$ cat src/hdl/pgia_pkg.sv
package pgia_pkg;
   // ------------------------------------------------------------
   // Register map (byte addresses)
   // ------------------------------------------------------------
   localparam logic [7:0] OFS_FLAG   = 8'h00;
   localparam logic [7:0] OFS_MASK   = 8'h04;
   localparam logic [7:0] OFS_STATUS = 8'h08;
   localparam logic [7:0] OFS_CTRL   = 8'h0c;
   localparam logic [7:0] OFS_PGCFG  = 8'h10;

   // ------------------------------------------------------------
   // Monitored sources and field positions
   // ------------------------------------------------------------
   localparam int NSRC      = 7;  // buck a, buck b, boost, supply, rail a, rail b, warn
   localparam int NCONV     = 3;  // Sources 0..2 are converters
   localparam int SRC_BUCKA = 0;
   localparam int SRC_BUCKB = 1;
   localparam int SRC_BOOST = 2;
   localparam int SRC_SUPPLY = 3;
   localparam int SRC_RAILA = 4;
   localparam int SRC_RAILB = 5;
   localparam int SRC_TWARN = 6;
   localparam int FLG_SYNC  = 7;
   localparam int FLG_MEAS  = 8;
   localparam int FLG_RREG  = 9;
   localparam int FLG_BUCKG = 10;
   localparam int FLG_BOOSTG = 11;
   localparam int FLG_DIAGG = 12;
   localparam int FLAG_W    = 13;
   localparam int MSK_FALL  = 8;   // Fall masks at [14:8], rise masks at [6:0]
   localparam int MSK_SYNC  = 16;
   localparam int MSK_MEAS  = 17;
   localparam int MSK_RREG  = 18;
   localparam int ST_SYNC   = 7;
   localparam int ST_PGA    = 8;
   localparam int CTL_OVCHK = 7;   // Monitor enables at [6:0]
   localparam int CTL_CLKDET = 8;
   localparam int PG_SEL    = 0;   // Per pin: select [6:0]
   localparam int PG_POL    = 8;
   localparam int PG_OD     = 9;
   localparam int PG_DLY    = 10;
   localparam int PG_MODE   = 11;  // Read only, from one-time config
   localparam int PG_STRIDE = 16;

   // ------------------------------------------------------------
   // Reset values
   // ------------------------------------------------------------
   localparam logic [FLAG_W-1:0] FLAG_RST = 13'h0200;  // Register-reset flag set
   localparam logic [31:0]       MASK_RST = 32'h0000_0000;
   localparam logic [8:0]        CTRL_RST = 9'h040;    // Thermal warning monitored
   localparam logic [10:0]       PGCFG_RST = 11'h000;

   // ------------------------------------------------------------
   // Timing
   // ------------------------------------------------------------
   localparam int CLK_MHZ        = 50;
   localparam int GATE_WINDOW_US = 800;
   localparam int RISE_DELAY_MS  = 11;
   localparam int GATE_CYC       = GATE_WINDOW_US * CLK_MHZ;
   localparam int RISE_DLY_CYC   = RISE_DELAY_MS * 1000 * CLK_MHZ;
   localparam int CNT_W          = 20;

   // ------------------------------------------------------------
   // Carriers
   // ------------------------------------------------------------
   typedef struct packed {
      logic [NSRC-2:0]  uv_ok;        // Above undervoltage, sources 0..5
      logic [NSRC-2:0]  ov_ok;        // Below overvoltage, sources 0..5
      logic [NCONV-1:0] conv_on;      // Converter enabled
      logic [NCONV-1:0] conv_moving;  // Converter ramping between targets
      logic             twarn;        // Thermal warning active
      logic             sync_present; // External clock seen
      logic             meas_done;    // Load current measurement done pulse
      logic             thermal_sd;
      logic             supply_ovp;
   } pgia_mon_s;

   typedef struct packed {
      logic [1:0] gated_mode;  // Per pin, 1 = gated, 0 = continuous
      logic [1:0] polarity;    // Per pin, 1 = active high
   } pgia_otp_s;
endpackage : pgia_pkg

$ cat src/hdl/pgia_top.sv
// Chosen here: register access over Wishbone and the register addresses.
`timescale 1ns/1ps
`default_nettype none
module pgia_top #(
   parameter int GATE_CYC     = pgia_pkg::GATE_CYC,
   parameter int RISE_DLY_CYC = pgia_pkg::RISE_DLY_CYC
) (
   input  wire logic               clk,
   input  wire logic               rst,
   input  wire logic               wb_cyc_i,
   input  wire logic               wb_stb_i,
   input  wire logic               wb_we_i,
   input  wire logic [7:0]         wb_adr_i,
   input  wire logic [3:0]         wb_sel_i,
   input  wire logic [31:0]        wb_dat_i,
   output logic      [31:0]        wb_dat_o,
   output logic                    wb_ack_o,
   input  wire pgia_pkg::pgia_mon_s mon_i,
   input  wire pgia_pkg::pgia_otp_s otp_i,
   input  wire logic               supply_uvlo,
   input  wire logic               reset_event,
   output logic                    host_irq_n,
   output logic                    power_good_out_a,
   output logic                    power_good_out_a_oe,
   output logic                    power_good_out_b,
   output logic                    power_good_out_b_oe
);
   localparam int NSRC = pgia_pkg::NSRC;
   localparam int FW   = pgia_pkg::FLAG_W;

   // Refuse timing counts that the counters cannot hold
   if (GATE_CYC < 1 || GATE_CYC >= (1 << pgia_pkg::CNT_W) ||
       RISE_DLY_CYC < 1 || RISE_DLY_CYC >= (1 << pgia_pkg::CNT_W)) begin : g_bad_timing
      $error("pgia_top: timing count out of counter range");
   end

   // ------------------------------------------------------------
   // Registers and shared state
   // ------------------------------------------------------------
   logic [FW-1:0]   flag_r;
   logic [FW-1:0]   pend_r;
   logic [31:0]     mask_r;
   logic [8:0]      ctrl_r;
   logic [10:0]     pgcfg_r [2];
   logic [1:0]      mode_r;
   logic            otp_load_r;
   logic            uvlo_d_r;
   logic [NSRC-1:0] valid_d_r;
   logic            sync_d_r;
   logic            clkdet_d_r;
   logic [1:0]      pg_good_r;
   logic [NSRC-1:0] valid;
   logic [NSRC-1:0] eff;
   logic [NSRC-1:0] rise_ev;
   logic [NSRC-1:0] fall_ev;
   logic [FW-1:0]   set_v;
   logic [FW-1:0]   pset_v;
   logic [FW-1:0]   clr_v;
   logic [31:0]     wmask;
   logic            wr_req;
   logic            soft_rst;
   logic            sync_ev;
   logic            rreg_ev;

   assign soft_rst = supply_uvlo | reset_event;
   assign wr_req   = wb_cyc_i & wb_stb_i & wb_we_i & wb_ack_o; // Lands on the acked edge
   assign wmask    = {{8{wb_sel_i[3]}}, {8{wb_sel_i[2]}}, {8{wb_sel_i[1]}}, {8{wb_sel_i[0]}}};

   // ------------------------------------------------------------
   // Validity, effective enables and events per source
   // ------------------------------------------------------------
   // Voltage sources judge undervoltage, plus overvoltage when window on
   genvar gi;
   generate
      for (gi = 0; gi < NSRC; gi++) begin : g_src
         if (gi == pgia_pkg::SRC_TWARN) begin : g_warn
            assign valid[gi] = ~mon_i.twarn;
            assign eff[gi]   = ctrl_r[gi];
         end else begin : g_volt
            assign valid[gi] = mon_i.uv_ok[gi] &
                               (mon_i.ov_ok[gi] | ~ctrl_r[pgia_pkg::CTL_OVCHK]);
            if (gi < pgia_pkg::NCONV) begin : g_conv
               assign eff[gi] = ctrl_r[gi] & mon_i.conv_on[gi];
            end else begin : g_in
               assign eff[gi] = ctrl_r[gi];
            end
         end
         assign rise_ev[gi] = eff[gi] & valid[gi] & ~valid_d_r[gi];
         assign fall_ev[gi] = eff[gi] & ~valid[gi] & valid_d_r[gi];
      end
   endgenerate

   // Previous validity, seeded as good so enabling gives no false edge
   always_ff @(posedge clk or posedge rst) begin
      if (rst) begin
         valid_d_r  <= '1;
         sync_d_r   <= 1'b0;
         clkdet_d_r <= 1'b0;
         uvlo_d_r   <= 1'b0;
      end else begin
         valid_d_r  <= valid | ~eff;
         sync_d_r   <= mon_i.sync_present;
         clkdet_d_r <= ctrl_r[pgia_pkg::CTL_CLKDET];
         uvlo_d_r   <= supply_uvlo;
      end
   end

   // Sync clock change, or detector switched on with no clock
   assign sync_ev = ctrl_r[pgia_pkg::CTL_CLKDET] &
                    ((mon_i.sync_present ^ sync_d_r) |
                     (~clkdet_d_r & ~mon_i.sync_present));
   assign rreg_ev = (uvlo_d_r & ~supply_uvlo) | reset_event;

   // ------------------------------------------------------------
   // Flag set, pending set and clear vectors
   // ------------------------------------------------------------
   always_comb begin
      set_v  = '0;
      pset_v = '0;
      set_v[NSRC-1:0]  = rise_ev | fall_ev;
      pset_v[NSRC-1:0] = (rise_ev & ~mask_r[NSRC-1:0]) |
                         (fall_ev & ~mask_r[pgia_pkg::MSK_FALL +: NSRC]);
      set_v[pgia_pkg::FLG_BUCKG]  = set_v[pgia_pkg::SRC_BUCKA] | set_v[pgia_pkg::SRC_BUCKB];
      set_v[pgia_pkg::FLG_BOOSTG] = set_v[pgia_pkg::SRC_BOOST];
      set_v[pgia_pkg::FLG_DIAGG]  = set_v[pgia_pkg::SRC_SUPPLY] | set_v[pgia_pkg::SRC_RAILA] |
                                    set_v[pgia_pkg::SRC_RAILB];
      set_v[pgia_pkg::FLG_SYNC]   = sync_ev;
      set_v[pgia_pkg::FLG_MEAS]   = mon_i.meas_done;
      set_v[pgia_pkg::FLG_RREG]   = rreg_ev;
      pset_v[pgia_pkg::FLG_SYNC]  = sync_ev & ~mask_r[pgia_pkg::MSK_SYNC];
      pset_v[pgia_pkg::FLG_MEAS]  = mon_i.meas_done & ~mask_r[pgia_pkg::MSK_MEAS];
      pset_v[pgia_pkg::FLG_RREG]  = rreg_ev & ~mask_r[pgia_pkg::MSK_RREG];
      clr_v = '0;
      if (wr_req && wb_adr_i == pgia_pkg::OFS_FLAG) begin
         clr_v = wb_dat_i[FW-1:0] & wmask[FW-1:0];
      end
   end

   // Sticky flags, set wins over a same-cycle clear
   always_ff @(posedge clk or posedge rst) begin
      if (rst) begin
         flag_r <= pgia_pkg::FLAG_RST;
      end else if (supply_uvlo) begin
         flag_r <= '0;
      end else begin
         flag_r <= (flag_r & ~clr_v) | set_v;
      end
   end

   // Pending interrupt sources, cleared together with their flag
   always_ff @(posedge clk or posedge rst) begin
      if (rst) begin
         pend_r <= '0;
      end else if (supply_uvlo) begin
         pend_r <= '0;
      end else begin
         pend_r <= (pend_r & ~clr_v) | pset_v;
      end
   end

   // Level-type sources contribute while their flag stands unmasked
   logic irq_any;
   assign irq_any = |pend_r |
                    (flag_r[pgia_pkg::FLG_RREG] & ~mask_r[pgia_pkg::MSK_RREG]) |
                    (flag_r[pgia_pkg::FLG_SYNC] & ~mask_r[pgia_pkg::MSK_SYNC]) |
                    (flag_r[pgia_pkg::FLG_MEAS] & ~mask_r[pgia_pkg::MSK_MEAS]);

   // Interrupt pin, low while anything is pending
   always_ff @(posedge clk or posedge rst) begin
      if (rst) begin
         host_irq_n <= 1'b1;
      end else begin
         host_irq_n <= ~irq_any | supply_uvlo;
      end
   end

   // ------------------------------------------------------------
   // Configuration registers
   // ------------------------------------------------------------
   // Mask, control and pin configuration; defaults on any reset event
   always_ff @(posedge clk or posedge rst) begin
      if (rst) begin
         mask_r     <= pgia_pkg::MASK_RST;
         ctrl_r     <= pgia_pkg::CTRL_RST;
         pgcfg_r[0] <= pgia_pkg::PGCFG_RST;
         pgcfg_r[1] <= pgia_pkg::PGCFG_RST;
      end else if (soft_rst) begin
         mask_r     <= pgia_pkg::MASK_RST;
         ctrl_r     <= pgia_pkg::CTRL_RST;
         pgcfg_r[0] <= pgia_pkg::PGCFG_RST;
         pgcfg_r[1] <= pgia_pkg::PGCFG_RST;
      end else if (otp_load_r) begin
         pgcfg_r[0][pgia_pkg::PG_POL] <= otp_i.polarity[0];
         pgcfg_r[1][pgia_pkg::PG_POL] <= otp_i.polarity[1];
      end else if (wr_req) begin
         case (wb_adr_i)
            pgia_pkg::OFS_MASK: mask_r <= (mask_r & ~wmask) | (wb_dat_i & wmask);
            pgia_pkg::OFS_CTRL: ctrl_r <= (ctrl_r & ~wmask[8:0]) | (wb_dat_i[8:0] & wmask[8:0]);
            pgia_pkg::OFS_PGCFG: begin
               pgcfg_r[0] <= (pgcfg_r[0] & ~wmask[10:0]) | (wb_dat_i[10:0] & wmask[10:0]);
               pgcfg_r[1] <= (pgcfg_r[1] & ~wmask[26:16]) | (wb_dat_i[26:16] & wmask[26:16]);
            end
            default: ;
         endcase
      end
   end

   // One-time config load after power-up and every reset event
   always_ff @(posedge clk or posedge rst) begin
      if (rst) begin
         otp_load_r <= 1'b1;
         mode_r     <= 2'h0;
      end else begin
         otp_load_r <= soft_rst;
         if (otp_load_r) begin
            mode_r <= otp_i.gated_mode;
         end
      end
   end

   // ------------------------------------------------------------
   // Gated-mode blanking after each converter enable
   // ------------------------------------------------------------
   logic [pgia_pkg::NCONV-1:0] blank;
   generate
      for (gi = 0; gi < pgia_pkg::NCONV; gi++) begin : g_blank
         logic [pgia_pkg::CNT_W-1:0] bcnt_r;
         logic                       on_d_r;
         // Window counter restarted on the converter enable edge
         always_ff @(posedge clk or posedge rst) begin
            if (rst) begin
               bcnt_r <= '0;
               on_d_r <= 1'b0;
            end else begin
               on_d_r <= mon_i.conv_on[gi];
               if (mon_i.conv_on[gi] && !on_d_r) begin
                  bcnt_r <= pgia_pkg::CNT_W'(GATE_CYC);
               end else if (bcnt_r != '0) begin
                  bcnt_r <= bcnt_r - 1'b1;
               end
            end
         end
         assign blank[gi] = (bcnt_r != '0) | (mon_i.conv_on[gi] & ~on_d_r);
      end
   endgenerate

   // ------------------------------------------------------------
   // Power-good pins
   // ------------------------------------------------------------
   logic force_off;
   assign force_off = mon_i.thermal_sd | mon_i.supply_ovp | supply_uvlo;

   generate
      for (gi = 0; gi < 2; gi++) begin : g_pin
         logic [NSRC-1:0]            bad;
         logic                       all_good;
         logic [pgia_pkg::CNT_W-1:0] dcnt_r;
         logic                       gated;
         logic                       lvl;
         assign gated = mode_r[gi];
         // Selected, effective source that is out of tolerance
         always_comb begin
            bad = pgcfg_r[gi][pgia_pkg::PG_SEL +: NSRC] & eff & ~valid;
            for (int k = 0; k < pgia_pkg::NCONV; k++) begin
               if (gated && blank[k]) begin
                  bad[k] = 1'b0;
               end else if (!gated && pgcfg_r[gi][k] && eff[k] && mon_i.conv_moving[k]) begin
                  bad[k] = 1'b1;
               end
            end
         end
         assign all_good = ~|bad;

         // Assert delay counter; good only once it has run out
         always_ff @(posedge clk or posedge rst) begin
            if (rst) begin
               dcnt_r       <= '0;
               pg_good_r[gi] <= 1'b0;
            end else if (force_off || !all_good) begin
               dcnt_r        <= pgia_pkg::CNT_W'(RISE_DLY_CYC);
               pg_good_r[gi] <= 1'b0;
            end else if (pgcfg_r[gi][pgia_pkg::PG_DLY] && dcnt_r != '0) begin
               dcnt_r        <= dcnt_r - 1'b1;
               pg_good_r[gi] <= 1'b0;
            end else begin
               pg_good_r[gi] <= 1'b1;
            end
         end

         // Polarity and output type
         assign lvl = pg_good_r[gi] ~^ pgcfg_r[gi][pgia_pkg::PG_POL];
         if (gi == 0) begin : g_a
            assign power_good_out_a    = pgcfg_r[0][pgia_pkg::PG_OD] ? 1'b0 : lvl;
            assign power_good_out_a_oe = pgcfg_r[0][pgia_pkg::PG_OD] ? ~lvl : 1'b1;
         end else begin : g_b
            assign power_good_out_b    = pgcfg_r[1][pgia_pkg::PG_OD] ? 1'b0 : lvl;
            assign power_good_out_b_oe = pgcfg_r[1][pgia_pkg::PG_OD] ? ~lvl : 1'b1;
         end
      end
   endgenerate

   // ------------------------------------------------------------
   // Wishbone slave, one wait state, unmapped reads zero
   // ------------------------------------------------------------
   logic [31:0] rd_v;
   always_comb begin
      rd_v = 32'h0000_0000;
      case (wb_adr_i)
         pgia_pkg::OFS_FLAG:   rd_v[FW-1:0] = flag_r;
         pgia_pkg::OFS_MASK:   rd_v = mask_r;
         pgia_pkg::OFS_STATUS: begin
            rd_v[NSRC-1:0]           = valid;
            rd_v[pgia_pkg::ST_SYNC]  = mon_i.sync_present;
            rd_v[pgia_pkg::ST_PGA]   = pg_good_r[0];
            rd_v[pgia_pkg::ST_PGA+1] = pg_good_r[1];
         end
         pgia_pkg::OFS_CTRL:   rd_v[8:0] = ctrl_r;
         pgia_pkg::OFS_PGCFG: begin
            rd_v[10:0]  = pgcfg_r[0];
            rd_v[26:16] = pgcfg_r[1];
            rd_v[pgia_pkg::PG_MODE] = mode_r[0];
            rd_v[pgia_pkg::PG_MODE + pgia_pkg::PG_STRIDE] = mode_r[1];
         end
         default: rd_v = 32'h0000_0000;
      endcase
   end

   // Ack for one cycle; read data held until the next read
   always_ff @(posedge clk or posedge rst) begin
      if (rst) begin
         wb_ack_o <= 1'b0;
         wb_dat_o <= 32'h0000_0000;
      end else begin
         wb_ack_o <= wb_cyc_i & wb_stb_i & ~wb_ack_o;
         if (wb_cyc_i && wb_stb_i && !wb_ack_o && !wb_we_i) begin
            wb_dat_o <= rd_v;
         end
      end
   end

   // ------------------------------------------------------------
   // Assertions
   // ------------------------------------------------------------
   // Delay counter of pin a above one
   logic dcnt_r_a_nz;
   assign dcnt_r_a_nz = (g_pin[0].dcnt_r > pgia_pkg::CNT_W'(1));
endmodule : pgia_top
`default_nettype wire

$ cat config.mk
export PLATFORM = sky130hd
export DESIGN_NAME = pgia_top
export DESIGN_NICKNAME = d
export VERILOG_FILES = /design/src/hdl/pgia_pkg.sv /design/src/hdl/pgia_top.sv
export SDC_FILE = /design/constraint.sdc
export NUM_CORES = 1
export LEC_CHECK = 0
export BUFFER_PORTS_ARGS = -buffer_cell sky130_fd_sc_hd__buf_2
export CORE_MARGIN = 1.5
export CORE_UTILIZATION = 55
export DETAILED_ROUTE_END_ITERATION = 10
export PLACE_DENSITY = 0.75
export SLEW_MARGIN = 20
export SYNTH_ARGS = -nofsm -noshare
export SYNTH_HDL_FRONTEND = slang
export SYNTH_SLANG_ARGS = --single-unit
$ cat constraint.sdc
create_clock -name clk -period 9.9 [get_ports clk]
set_input_delay 1.98 -clock clk [delete_from_list [all_inputs] [get_ports clk]]
set_output_delay 1.98 -clock clk [all_outputs]
set_load 0.1 [all_outputs]
# After elaboration in Yosys (flattened, before gate mapping)

Index checks and enable logic that the tools add are counted.

Register bits: 241
Output and inout bits: 38
Word-level logic and storage cells: 299

Add/sub/neg operators: 5
Equality and inequality tests: 5
Mux-type cells: 56
Bitwise gates (word level): 140
Reduce and logical (&&, ||, !) cells: 66

Operator list:

| cell                                                                 | number |
|---|---|
| 20-bit 2-to-1 mux                                                    | 10 |
| 32-bit 2-to-1 mux                                                    | 4 |
| 20-bit nonzero test                                                  | 5 |
| 20-bit by 1-bit subtractor with 20-bit output, second input constant | 5 |
| 22-bit 2-to-1 mux                                                    | 3 |
| 32-bit bitwise AND                                                   | 2 |
| 1-bit bitwise AND                                                    | 53 |
| 9-bit case mux with 5 select lines                                   | 1 |
| 11-bit bitwise AND                                                   | 4 |
| 7-bit bitwise AND                                                    | 6 |
| 13-bit bitwise AND                                                   | 3 |
| 13-bit 2-to-1 mux                                                    | 3 |
| 9-bit 2-to-1 mux                                                     | 4 |
| 1-bit logical AND                                                    | 33 |
| 32-bit NOT                                                           | 1 |
| 32-bit OR                                                            | 1 |
| 1-bit NOT                                                            | 28 |
| 7-bit NOT                                                            | 4 |
| 12-bit case mux with 2 select lines                                  | 1 |
| 1-bit 2-to-1 mux                                                     | 22 |
| 11-bit NOT                                                           | 2 |
| 11-bit OR                                                            | 2 |
| 1-bit OR                                                             | 21 |
| 7-bit OR                                                             | 3 |
| other kinds (29)                                                     | 51 |

# Longest topological paths before layout

Depth after elaboration: 11
Mapped depth: 8
Depth with buffers taken out: 7

# Worst setup path before layout

Ideal clock, no wire load.

Kind: input-to-reg
Start: input port wb_adr_i[1]
End: register pgcfg_r[19] (netlist name)
Setup time: 99 ps
Arrival time: 3,688 ps
Data required time: 9,801 ps
Slack: 6,113 ps
Stages on the path: 6
Cell sequence: or4_1 > clkbuf_1 > nor4_4 > buf_2 > nand3_1 > a311oi_1

Word-level cells in the longest chain between the ends: 3

Ends and longest elaborated chain:

| what                                           | line            | source |
|---|---|---|
| from (decl)                                    | pgia_top.sv:13  | `input wire logic [7:0] wb_adr_i,` |
| 8-bit by 5-bit equality test with 1-bit output | pgia_top.sv:196 | `case (wb_adr_i)` |
| 3-bit nonzero test (no line)                   | -               |  |
| 2-bit AND reduction (no line)                  | -               |  |
| to (signal, indexed assignment)                | pgia_top.sv:193 | `pgcfg_r[0][pgia_pkg::PG_POL] <= otp_i.polarity[0];` |
| to (signal, indexed assignment)                | pgia_top.sv:194 | `pgcfg_r[1][pgia_pkg::PG_POL] <= otp_i.polarity[1];` |
| to (decl)                                      | pgia_top.sv:44  | `logic [10:0] pgcfg_r [2];` |

Every way passes these cells.
A chain may end at the register's enable or synchronous reset.

# Final worst setup path

Start: input port wb_adr_i[1]
End: register mask_r[31]

Word-level cells in the longest chain between the ends: 3

Ends and longest elaborated chain:

| what                                           | line            | source |
|---|---|---|
| 8-bit by 3-bit equality test with 1-bit output | pgia_top.sv:196 |  |
| 2-bit nonzero test (no line)                   | -               |  |
| 3-bit AND reduction (no line)                  | -               |  |
| to (signal assigned)                           | pgia_top.sv:183 | `mask_r <= pgia_pkg::MASK_RST;` |
| to (signal assigned)                           | pgia_top.sv:188 | `mask_r <= pgia_pkg::MASK_RST;` |
| to (signal assigned)                           | pgia_top.sv:197 | `pgia_pkg::OFS_MASK: mask_r <= (mask_r & ~wmask) \| (wb_dat_i & wmask);` |
| to (decl)                                      | pgia_top.sv:42  | `logic [31:0] mask_r;` |

Every way passes these cells.

==> flow_metrics.tcl <==
set metrics [dict create \
    syn_area_sq_um 12000 \
    final_hold_viol_count 0 \
    fin_util 0.651 \
    drive_above_1_share 0.171 \
    grt_overflow 0 \
    areaGrowthSynthToFinish_pct 14.7 \
    worst_slack_ns 5.83 \
    port_buffers 115 \
    ys_seq_elements 241 \
    ys.warnings.count 0 \
    drc 0 \
    crit_required_ns 10.28 \
    drv_cap 0 \
    hpwl_microns 21600 \
    tightest_slew_ns 1.05 \
    rsz0062_at_grt "false" \
    ff2ff_path_depth 7 \
    syn_inst 1212 \
    cts_buffer_depth 3 \
    cts_hold_buf 0 \
    place_ws_ns 5.31 \
    max_freq_mhz 246 \
    min_delay_path_depth 0 \
    cts_setup_buffers 0 \
    grt_pass1_vias 9834 \
    viasPerCell 6.22 \
    initial_core_util 0.567 \
    h-tree-depth 1 \
    cp-end-kind "flip-flop" \
    grt_pass1_wl_microns 51500 \
    dieArea_sq_um 22800 \
    synth_edf_count 0 \
    grt_antenna_before_repair 9 \
    syn_avg_cell_area_sq_um 9.93 \
    p_leak_nw 6.12 \
    globalplace.congestion 0.852 \
    insertion_delay_ns 0.53 \
    cp-startpoint "wb_adr_i[1]" \
    wirelength_microns 32000 \
    fp-row-count 53 \
    status "complete, no violations" \
    slew_headroom 0.295 \
    crit_fanout 29 \
    coreArea_sq_um 21200 \
    fin_cells 1617 \
    path_buf_inv 2 \
    nets 1401 \
    grtUsageTotal 0.288 \
    finalCritPeriodShare 0.411 \
    synth_ff_type "dfrtp_1" \
    path_clk_slew_ns 0.06 \
    powerDensity_nw_per_um2 191 \
    die_h_microns 151 \
    dr.pass1.iters 6 \
    ir_drop_mv 0.147 \
    r2r_end "g_pin[0].dcnt_r[16]$_DFFE_PP0P_" \
    numCtsBuffers 26 \
    post_cts_resized 0 \
    tns_ns 0 \
    worstPathArrival_ns 4.44 \
    yosysSeqAreaShare 0.502 \
    syn_nets 1298 \
    drt_iter0_markers 738 \
    grt_max_degree 130 \
    r2r_slack_ns 6.90 \
    cts_root_buf "clkbuf_16" \
    total_power_mw 2.64 \
    critPathSlowestCell "or4_1" \
    ant_nets 0 \
    crit_chain "buf_2 -> or4_1 -> nor4b_4 -> buf_4 -> nand3_1 -> mux2i_1 -> nor2_1" \
    cts_num_sinks 241 \
    hold_path.class "reg -> reg" \
    wl_per_cell_microns 19.8 \
    ys_async_sr_fraction 1.00 \
    drv_slew 0 \
    holdPathEnd "clkdet_d_r$_DFF_PP0_" \
    cts_tree "built" \
    cp_top_family "simple AND/OR/NAND/NOR gates" \
    crit_type "in -> reg" \
    die_w_microns 151 \
    setup_viol 0 \
    via_count 10100 \
    min_from "ctrl_r[8]$_DFFE_PP0P_" \
    period_needed_ns 4.07 \
    synth_cell_types 84 \
    r2r-start "g_blank[0].bcnt_r[0]$_DFFE_PP0N_" \
    crit_path_max_incr_delay_ns 0.69 \
    skew_ns 0.0169 \
    placed_cells 1562 \
    io_pins 116 \
    startpoint_type "primary input" \
]
## flip-flops by register name, summed over array words and instances, names as in the netlist, 7 cells and up
name,count
ctrl_r,9
wb_dat_o,32
g_blank.bcnt_r,60
mask_r,32
pgcfg_r,22
g_pin.dcnt_r,40
flag_r,13
valid_d_r,7
pend_r,13
## worst max-delay path by stage
stage	slack, ns	cells after the start	end
floorplan	1.32	1	clkdet_d_r$_DFF_PP0_
global placement	5.40	7	mask_r[20]$_DFFE_PP0P_
detailed placement	5.31	7	mask_r[31]$_DFFE_PP0P_
CTS	5.85	7	mask_r[31]$_DFFE_PP0P_
global route	5.73	7	mask_r[23]$_DFFE_PP0P_
finish	5.83	7	mask_r[31]$_DFFE_PP0P_
## cells by family after synthesis
| group | share of synthesized area |
|---|---|
| adders and majority gates | 0.00832 |
| muxes | 0.0568 |
| xor gates and xnor gates | 0.0509 |
| AOI/OAI and AO/OA | 0.125 |
| and+or+nand+nor | 0.224 |
| DFF | 0.502 |
| buffers and inverters | 0.0322 |
## final cells by class
cell class | count | area (sq um)
Antenna cell | 8 | 20.0
Clock buffer | 34 | 742
Clock inverter | 13 | 196
Fill cell | 1712 | 7410
Inverter | 44 | 173
Multi-Input combinational cell | 875 | 5620
Sequential cell | 241 | 6040
Tap cell | 275 | 344
Timing Repair Buffer | 127 | 666
## Yosys cell counts, drive strengths merged, types with 12 or more instances
cell type,count,share of area
clkbuf,39,0.012
o21ai,48,0.021
o211ai,13,0.0085
nand4,25,0.013
buf,13,0.0063
o31ai,15,0.0094
a21oi,45,0.019
nor4,42,0.025
a211oi,15,0.0094
mux2i,66,0.055
nor2,163,0.051
or3,26,0.014
dfrtp,230,0.48
xor2,29,0.021
nor3,42,0.018
or4,23,0.016
nand2,72,0.022
nand3,48,0.021
inv,44,0.014
nand2b,12,0.0062
xnor2,41,0.030
a221oi,20,0.015
nor2b,12,0.0062
## where the power goes
part	internal (mW)	leakage (nW)	total [mW]	switching, mW
registers	1.06	3.08	1.13	0.0691
clock network	0.657	0.463	1.05	0.396
logic	0.129	2.58	0.462	0.333
## routing by layer
metal / track usage / vias to the layer above / part of all wire
met5: 0 / - / 0.00084
met3: 0.0617 / 70 / 0.080
met2: 0.455 / 358 / 0.46
li1: - / 4640 / -
met1: 0.396 / 4979 / 0.43
met4: 0.0990 / 4 / 0.031
## per-stage QoR
stage                     hold WS (ns)  instance area, sq um
after floorplan                  0.387                 12000
after global placement           0.435                 12800
after detailed placement         0.435                 12800
after CTS                        0.450                 13800
after global routing             0.466                 13800
final                            0.460                 13800
## layout by cell type, fill, tap and decap left out, types with 25 or more instances in the layout
cell type / instances
nor2_1: 162
inv_1: 43
mux2i_1: 66
o21ai_0: 36
clkbuf_16: 27
or3_1: 25
dfrtp_1: 230
nor4_1: 38
buf_2: 115
nand3_1: 45
nor3_1: 40
nand2_1: 72
nand4_1: 25
a21oi_1: 44
xor2_1: 29
xnor2_1: 41
Power figures use the tool's default switching activity.
